$ cat config.mk
export PLATFORM = sky130hd
export DESIGN_NAME = tmnt_test_mode
export DESIGN_NICKNAME = d
export VERILOG_FILES = /design/src/hdl/tmnt_pkg.sv /design/src/hdl/tmnt_chain_if.sv /design/src/hdl/tmnt_test_mode.sv /design/src/hdl/tmnt_nand_chain.sv
export SDC_FILE = /design/constraint.sdc
export NUM_CORES = 1
export LEC_CHECK = 0
export ABC_AREA = 1
export BUFFER_PORTS_ARGS = -buffer_cell sky130_fd_sc_hd__buf_2
export CAP_MARGIN = 20
export CELL_PAD_IN_SITES_DETAIL_PLACEMENT = 2
export CELL_PAD_IN_SITES_GLOBAL_PLACEMENT = 2
export CORE_ASPECT_RATIO = 1.5
export CORE_UTILIZATION = 14
export DETAILED_ROUTE_END_ITERATION = 12
export GPL_ROUTABILITY_DRIVEN = 0
export PLACE_DENSITY_LB_ADDON = 0.12
export SETUP_SLACK_MARGIN = 0.2
export SLEW_MARGIN = 25
export SYNTH_ARGS = -nofsm -noshare
export SYNTH_HDL_FRONTEND = slang
export SYNTH_SLANG_ARGS = --single-unit
$ cat constraint.sdc
create_clock -name core_clk -period 4.35 [get_ports core_clk]
set_input_delay 0.6525 -clock core_clk [delete_from_list [all_inputs] [get_ports core_clk]]
set_output_delay 0.6525 -clock core_clk [all_outputs]
set_load 0.05 [all_outputs]
$ cat src/hdl/tmnt_pkg.sv
package tmnt_pkg;
	// -------------------------------------------------------------------------
	// chain geometry
	// -------------------------------------------------------------------------
	// chain_in bit 0 is the first chained pin, the one next to the supply pair
	localparam int unsigned CHAIN_LEN   = 64;
	// index of the last stage that feeds the intermediate observation pin
	localparam int unsigned CHAIN_TAP   = 52;

	// -------------------------------------------------------------------------
	// strap layout: {irq7, irq6, irq5, irq4, irq3}
	// -------------------------------------------------------------------------
	localparam int unsigned STRAP_W      = 5;
	localparam int unsigned STRAP_IRQ7   = 4;
	localparam logic [4:0]  STRAP_SCAN_A = 5'h19;
	localparam logic [4:0]  STRAP_SCAN_B = 5'h1d;
	localparam logic [4:0]  STRAP_RESET  = 5'h1f;

	typedef enum logic [1:0] {
		TMNT_NORMAL,
		TMNT_NAND,
		TMNT_SCAN_HOLD,
		TMNT_SCAN_SHIFT
	} tmnt_mode_t;

	function automatic tmnt_mode_t tmnt_decode(input logic bale, input logic [4:0] irq);
		tmnt_mode_t m;
		m = TMNT_NORMAL;
		if (bale) begin
			m = TMNT_NORMAL;
		end else if (!irq[STRAP_IRQ7]) begin
			m = TMNT_NAND;
		end else if (irq == STRAP_SCAN_A) begin
			m = TMNT_SCAN_HOLD;
		end else if (irq == STRAP_SCAN_B) begin
			m = TMNT_SCAN_SHIFT;
		end
		return m;
	endfunction : tmnt_decode
endpackage : tmnt_pkg

$ cat src/hdl/tmnt_chain_if.sv
`timescale 1ns/1ps
interface tmnt_chain_if;
	import tmnt_pkg::*;
	logic [CHAIN_LEN-1:0] chain_in;
	logic                 tap_out;
	logic                 final_out;
	modport ctrl  (output chain_in, input tap_out, final_out);
	modport chain (input chain_in, output tap_out, final_out);
endinterface : tmnt_chain_if

$ cat src/hdl/tmnt_test_mode.sv
// Summary of operation
// RULE1 - mode is chosen from bale and irq3..irq7 latched during reset.
// RULE2 - bale low and irq7 low at reset selects nand tree mode.
// RULE3 - pattern 1,0,0,1,1 sets chain select, clears shift enable.
// RULE4 - pattern 1,0,1,1,1 sets chain select, shift enable, bus off.
// RULE5 - all other patterns give normal operation after reset.
// RULE6 - nand mode floats all pins except tc and rstdrv.
// RULE7 - first chain input is the pin after the supply pair.
// RULE8 - tc shows intermediate result, rstdrv the final result.
// RULE9 - bale, pci reset and irq7 never enter the chain.
// RULE10 - chain follows package pin order, skipping supplies and bale.
// RULE11 - each stage nands its pin with the previous stage.
`timescale 1ns/1ps
module tmnt_test_mode
	import tmnt_pkg::*;
(
	input  wire logic                 core_clk,
	input  wire logic                 reset,
	input  wire logic                 bale_in,
	input  wire logic [STRAP_W-1:0]   irq_strap_in,
	input  wire logic [CHAIN_LEN-1:0] chain_pins_in,
	input  wire logic                 func_tc,
	input  wire logic                 func_tc_oe,
	input  wire logic                 func_rstdrv,
	output logic                      nand_mode,
	output logic                      pins_float,
	output logic                      shift_chain_select,
	output logic                      shift_chain_shift_enable,
	output logic                      internal_bus_off,
	output logic                      tc_out,
	output logic                      tc_oe,
	output logic                      rstdrv_out,
	output logic                      rstdrv_oe
);
	// -------------------------------------------------------------------------
	// types
	// -------------------------------------------------------------------------
	// flags that a test mode shows on its outputs
	typedef struct packed {
		logic nand_mode;
		logic pins_float;
		logic chain_sel;
		logic chain_shift;
		logic bus_off;
	} tmnt_flags_t;

	// the two pins that stay alive in nand mode
	typedef struct packed {
		logic tc;
		logic tc_oe;
		logic rstdrv;
		logic rstdrv_oe;
	} tmnt_pins_t;

	// capture: straps sampled or just released; run: mode frozen until next reset
	typedef enum logic {
		TMNT_PH_CAPTURE,
		TMNT_PH_RUN
	} tmnt_phase_t;

	typedef struct packed {
		logic               bale_strap;
		logic [STRAP_W-1:0] irq_strap;
		tmnt_phase_t        phase;
		tmnt_mode_t         mode;
		tmnt_flags_t        flags;
		tmnt_pins_t         pins;
	} tmnt_state_t;

	tmnt_state_t state_reg;
	tmnt_state_t state_next;

	// -------------------------------------------------------------------------
	// helpers
	// -------------------------------------------------------------------------
	// one table for reset and run, so the two paths cannot drift apart;
	// the scan modes only raise the flags, the chains themselves live elsewhere
	function automatic tmnt_flags_t mode_flags(input tmnt_mode_t m);
		tmnt_flags_t f;
		f = '0;
		case (m)
			TMNT_NAND: begin
				f.nand_mode   = 1'b1; // RULE2
				f.pins_float  = 1'b1; // RULE6
				f.chain_sel   = 1'b0;
				f.chain_shift = 1'b0;
				f.bus_off     = 1'b0;
			end
			TMNT_SCAN_HOLD: begin
				f.nand_mode   = 1'b0;
				f.pins_float  = 1'b0;
				f.chain_sel   = 1'b1; // RULE3
				f.chain_shift = 1'b0; // RULE3
				f.bus_off     = 1'b0;
			end
			TMNT_SCAN_SHIFT: begin
				f.nand_mode   = 1'b0;
				f.pins_float  = 1'b0;
				f.chain_sel   = 1'b1; // RULE4
				f.chain_shift = 1'b1; // RULE4
				f.bus_off     = 1'b1; // RULE4
			end
			default: begin
				// reserved patterns land here too; nothing records that one was seen
				f.nand_mode   = 1'b0; // RULE5
				f.pins_float  = 1'b0; // RULE5
				f.chain_sel   = 1'b0; // RULE5
				f.chain_shift = 1'b0; // RULE5
				f.bus_off     = 1'b0; // RULE5
			end
		endcase
		return f;
	endfunction : mode_flags

	// in nand mode the tester reads the chain on tc and rstdrv; otherwise the
	// functional logic keeps both pins
	function automatic tmnt_pins_t pin_drive(
		input logic nand_on,
		input logic tap,
		input logic fin,
		input logic f_tc,
		input logic f_tc_oe,
		input logic f_rstdrv
	);
		tmnt_pins_t p;
		p = '0;
		if (nand_on) begin
			p.tc     = tap; // RULE8
			p.tc_oe  = 1'b1; // RULE8
			p.rstdrv = fin; // RULE8
		end else begin
			p.tc     = f_tc;
			p.tc_oe  = f_tc_oe;
			p.rstdrv = f_rstdrv;
		end
		// rstdrv never floats: it resets the slots normally and is the last
		// chain stage in test
		p.rstdrv_oe = 1'b1; // RULE6
		return p;
	endfunction : pin_drive

	// -------------------------------------------------------------------------
	// nand chain
	// -------------------------------------------------------------------------
	tmnt_chain_if chain_bus ();

	// bale and irq7 are not wired into chain_pins_in at all; they hold the mode
	assign chain_bus.chain_in = chain_pins_in; // RULE9

	tmnt_nand_chain u_chain (
		.bus (chain_bus)
	);

	// -------------------------------------------------------------------------
	// next state
	// -------------------------------------------------------------------------
	always_comb begin
		state_next = state_reg;
		if (reset) begin
			// straps follow the pins for as long as reset is held; the last
			// level before release is the one that counts
			state_next.bale_strap = bale_in; // RULE1
			state_next.irq_strap  = irq_strap_in; // RULE1
			state_next.phase      = TMNT_PH_CAPTURE;
			state_next.mode       = TMNT_NORMAL;
			state_next.flags      = mode_flags(TMNT_NORMAL);
			state_next.pins       = pin_drive(
				1'b0,
				chain_bus.tap_out,
				chain_bus.final_out,
				func_tc,
				func_tc_oe,
				func_rstdrv
			);
		end else begin
			case (state_reg.phase)
				TMNT_PH_CAPTURE: begin
					// decode once on the first edge out of reset; the strap pins
					// are free for normal traffic from then on
					state_next.mode  = tmnt_decode(state_reg.bale_strap,
					                               state_reg.irq_strap); // RULE1 RULE5
					state_next.phase = TMNT_PH_RUN;
				end
				TMNT_PH_RUN: begin
					state_next.mode  = state_reg.mode;
					state_next.phase = TMNT_PH_RUN;
				end
				default: begin
					state_next.mode  = TMNT_NORMAL;
					state_next.phase = TMNT_PH_RUN;
				end
			endcase
			state_next.flags = mode_flags(state_next.mode);
			state_next.pins  = pin_drive(
				state_next.flags.nand_mode,
				chain_bus.tap_out,
				chain_bus.final_out,
				func_tc,
				func_tc_oe,
				func_rstdrv
			);
		end
	end

	// -------------------------------------------------------------------------
	// registers
	// -------------------------------------------------------------------------
	always_ff @(posedge core_clk) begin
		state_reg <= state_next;
	end

	// -------------------------------------------------------------------------
	// outputs
	// -------------------------------------------------------------------------
	// every pin is a plain register bit, so nothing combinational reaches a pad
	assign nand_mode                = state_reg.flags.nand_mode;
	assign pins_float               = state_reg.flags.pins_float;
	assign shift_chain_select       = state_reg.flags.chain_sel;
	assign shift_chain_shift_enable = state_reg.flags.chain_shift;
	assign internal_bus_off         = state_reg.flags.bus_off;
	assign tc_out                   = state_reg.pins.tc;
	assign tc_oe                    = state_reg.pins.tc_oe;
	assign rstdrv_out               = state_reg.pins.rstdrv;
	assign rstdrv_oe                = state_reg.pins.rstdrv_oe; // RULE6
endmodule : tmnt_test_mode

$ cat src/hdl/tmnt_nand_chain.sv
`timescale 1ns/1ps
module tmnt_nand_chain
	import tmnt_pkg::*;
(
	tmnt_chain_if.chain bus
);
	logic [CHAIN_LEN-1:0] stage;

	// first stage nands with a constant one, so it is a plain inverter
	always_comb begin
		stage[0] = ~(bus.chain_in[0] & 1'b1); // RULE7 RULE11
		for (int i = 1; i < CHAIN_LEN; i++) begin
			stage[i] = ~(bus.chain_in[i] & stage[i-1]); // RULE10 RULE11
		end
	end

	assign bus.tap_out   = stage[CHAIN_TAP];
	assign bus.final_out = stage[CHAIN_LEN-1];
endmodule : tmnt_nand_chain

* Yosys cells after proc, flatten, opt, wreduce, memory -nomap -nowiden
Cells that the tools add are included.
Storage, ports and cells: output and inout bits 9, word-level logic and storage cells 156, bits of input ports 75, flip-flop bits (word level) 18
Operators by class: eq/ne operators 5, multiplexer cells 10, bitwise gates (word level) 128
Operators with widths (count):
- 1-bit inverter | 65
- 1-bit AND | 63
- 5-bit one-hot mux with 3 select lines | 1
- 5-bit == test (second input constant) | 2
- 2-bit 2-to-1 mux | 4
- 3-bit 2-to-1 mux | 2
- 3-bit one-hot mux with 2 select lines | 1
- 5-bit 2-to-1 mux | 1
- 2-bit == test (second input constant) | 2
- 4-bit 2-to-1 mux | 1
- 2-bit by 1-bit == test with 1-bit output (second input constant) | 1

* Logic depth before layout (Yosys ltp)
depth in word-level cells 129, gate-level depth with buffers 64, depth with buffers taken out 64

* By module
Synthesis repeated with hierarchy kept, for this count alone.
Unflattened totals: cells, all modules 114, area total of the unflattened synthesis 768.2 µm²
By module, submodules not included:
- tmnt_test_mode | area each 525.5 µm², sequential area each 360.3 µm², cells each 50, instances 1
- tmnt_nand_chain | area each 242.7 µm², sequential area each 0.0 µm², cells each 64, instances 1

* Worst setup path before layout
Ideal clock, no wire load.
path type input port to flip-flop, start in chain_pins_in[0], end reg state_reg (netlist bit rstdrv_out), required time 4234 ps, setup time 116 ps, slack 899 ps, data arrival time 3335 ps, buffers on the path 0, stages on the path 64, cell sequence inv_1 nand2_1 nand2_1 nand2_1 nand2_1 nand2_1 nand2_1 nand2_1 nand2_1 nand2_1 nand2_1 nand2_1 nand2_1 nand2_1 nand2_1 nand2_1 nand2_1 nand2_1 (+28 left out) nand2_1 nand2_1 nand2_1 nand2_1 nand2_1 nand2_1 nand2_1 nand2_1 nand2_1 nand2_1 nand2_1 nand2_1 nand2_1 nand2_1 nand2_1 nand2_1 nand2_1 a21oi_2
RTL lines:
- start, declared | line tmnt_test_mode.sv:21 | input wire logic [CHAIN_LEN-1:0] chain_pins_in,
- end signal, assigned | line tmnt_test_mode.sv:209 | state_reg <= state_next;
- end, declared | line tmnt_test_mode.sv:70 | tmnt_state_t state_reg;

==> key figures <==
Power and ir drop
  • Combinational share of power: 0.223
  • Tot Pwr: 346 uW
  • Sequential Power Share: 0.458
  • Pwr dens: 274 mW/mm^2
  • Worst-case vdd ir drop: 0.000109 V
  • Clock network power share: 0.319
  • Switch Pwr: 90.8 uW
  • Int Pwr: 255 uW
  • Switching share of power: 0.263
  • P_leak: 0.730 nW

Synth
  • Library cells used by synthesis: 14
  • #FFs+latches synth: 15
  • Sequential element share of the synthesized area: 0.486
  • Synth warn: 0
  • Post-Synthesis Net Count: 183
  • Synth Cell Area: 742 sq um
  • Syn_area_per_cell: 6.87 sq um
  • Cells after Synth: 108

Clocking
  • CTS Buf Count: 3
  • Post-CTS setup buffer count: 0
  • CTS resizes: 0
  • Root Driver: clkbuf_8
  • TritonCTS Sinks: 15
  • Clock Latency Late Sink: 240 ps
  • Hold buffers post-CTS: 0
  • CTS tree: built
  • CTS max path bufs: 2
  • Clock-pin transition on the worst setup and hold timing paths: 60 ps
  • H-tree Lvls: 1

Critical path
  • CP Max Fanout: 2
  • CP Data Required Time: 4490 ps
  • Crit Path Class: primary input to register
  • Crit-path max cell delay: 100 ps
  • Startpoint Class: primary input
  • Crit path top cell by count: nand2_1
  • Crit-path slowest cell: buf_2
  • CP startpoint: chain_pins_in[0]
  • Critical Path AT: 3840 ps
  • Reg-to-reg startpoint: state_reg[13]
  • Crit path capture type: register

Final layout
  • Non-Filler Instances: 259
  • # fillers: 670
  • Layout cells sized above 1: 0.461
  • Most common cell after layout, fill and taps aside: buf_2
  • Most frequent cells in the layout: 82 x buf_2, 64 x nand2_1, 9 x dfxtp_1, 8 x inv_1, 8 x nor2_1
  • Layout area overhead: 70.0%
  • Number of flip-flops in the largest register: 9
  • Final nets: 267
  • # diodes: 0

Routing
  • Detailed Route WL: 2630 um
  • WL/cell: 10.2 um
  • DR vias/cell: 3.74
  • DRC: 0
  • Vias: 969
  • First-pass DRT Iterations: 2
  • Starting DRT DRC Count: 10
  • Routed Antenna Nets: 0

STA
  • Final setup violation count: 0
  • Clk_skew: 5.05 ps
  • Crit path time final: 3690 ps
  • Highest clock rate: 271 MHz
  • Setup TNS: 0 ps
  • Final period util: 0.849
  • Final hold vios: 0
  • Slew Viols, Final: 0
  • RSZ-0062 raised after global routing: yes

Global routing
  • Initial antenna violation count: 0
  • Tot GR Track Use: 0.0950
  • Grt total ovfl: 0
  • First-pass GRT wire length: 3980 um
  • Vias in the first global route: 1047
  • Pin count of the biggest net entering global routing: 11

Run status
  • Status: finished, final reports clean

Die
  • Die area: 0.00560 sq mm
  • Row cnt: 32
  • Die extent in y: 91.2 um
  • Die width: 61.4 um
  • CORE AREA: 0.00512 sq mm
  • Io pins: 84
  • Initial core utilization: 0.145

Run
  • MaxCap Viol Count: 0

Placement
  • Placed cell count: 255
  • HPWL Detailed: 2410 um
  • Port-buffer cells: 82

Hold path
  • Hold Path Class: register to register
  • Hold Startpoint: state_reg[9]
power groups by stage:
stage / clock network, mW / registers (mW) / logic [mW]
after floorplan: 0 / 0.171 / 0.0273
after global placement: 0 / 0.161 / 0.0757
after detailed placement: 0 / 0.162 / 0.0791
after CTS: 0.116 / 0.159 / 0.0795
after global routing: 0.123 / 0.160 / 0.0870
final: 0.110 / 0.158 / 0.0770
synthesized netlist by cell type:
cell type / n / area (sq um)
a21oi_2: 1 / 8.76
buf_4: 3 / 22.5
dfxtp_1: 9 / 180
inv_1: 8 / 30.0
edfxtp_1: 6 / 180
nand3_1: 2 / 10.0
conb_1: 1 / 3.75
a31oi_1: 1 / 6.26
or2_2: 1 / 6.26
o21ai_0: 2 / 10.0
nand2_1: 64 / 240
o31ai_1: 1 / 7.51
nor2_1: 8 / 30.0
and3_1: 1 / 6.26
final timing paths:
| kind | endpoint | slack (ps) | cells past startpoint |
|---|---|---|---|
| worst max register to register | tc_out | 2570 | 10 |
| worst min register to register | state_reg[9] | 580 | 4 |
| worst max-delay path | rstdrv_out | 660 | 65 |
| worst min-delay path | state_reg[9] | 580 | 4 |
worst max-delay path: cells and delay by family:
family | cells | cell delay [ps]
AND/OR/NAND/NOR | 62 | 2980
buffers and inverters | 2 | 140
AO/OA/AOI/OAI | 1 | 50
per-stage QoR:
stage                     instance area (sq um)  setup WS, ps   util  hold slack [ps]
after floorplan                             742           899      -              506
after global placement                     1210           457  0.237              550
after detailed placement                   1210           245  0.237              572
after CTS                                  1260           501  0.246              572
after global routing                       1260         0.354  0.246              570
final                                      1260           657  0.246              578
cell type report:
type,instances,area [sq um],area share
clock buffer,3,41.3,0.0327
clock inverter,1,5.00,0.00397
inverter,8,30.0,0.0238
multi-input combinational,82,329,0.261
sequential,15,360,0.286
tap,68,85.1,0.0675
timing repair buffer,82,410,0.325
cells by family after synthesis:
logic type,synth area share
other,0.00505
and+or+nand+nor,0.395
DFF,0.486
AOI/OAI and AO/OA,0.0439
buffers and inverters,0.0708
per-layer routing:
metal,routed length (um),track usage
met1,851,0.0770
met2,1460,0.194
met5,0,0
met4,18,0.0389
met3,300,0.0242
Note: power is estimated with default switching activity, not from simulation.
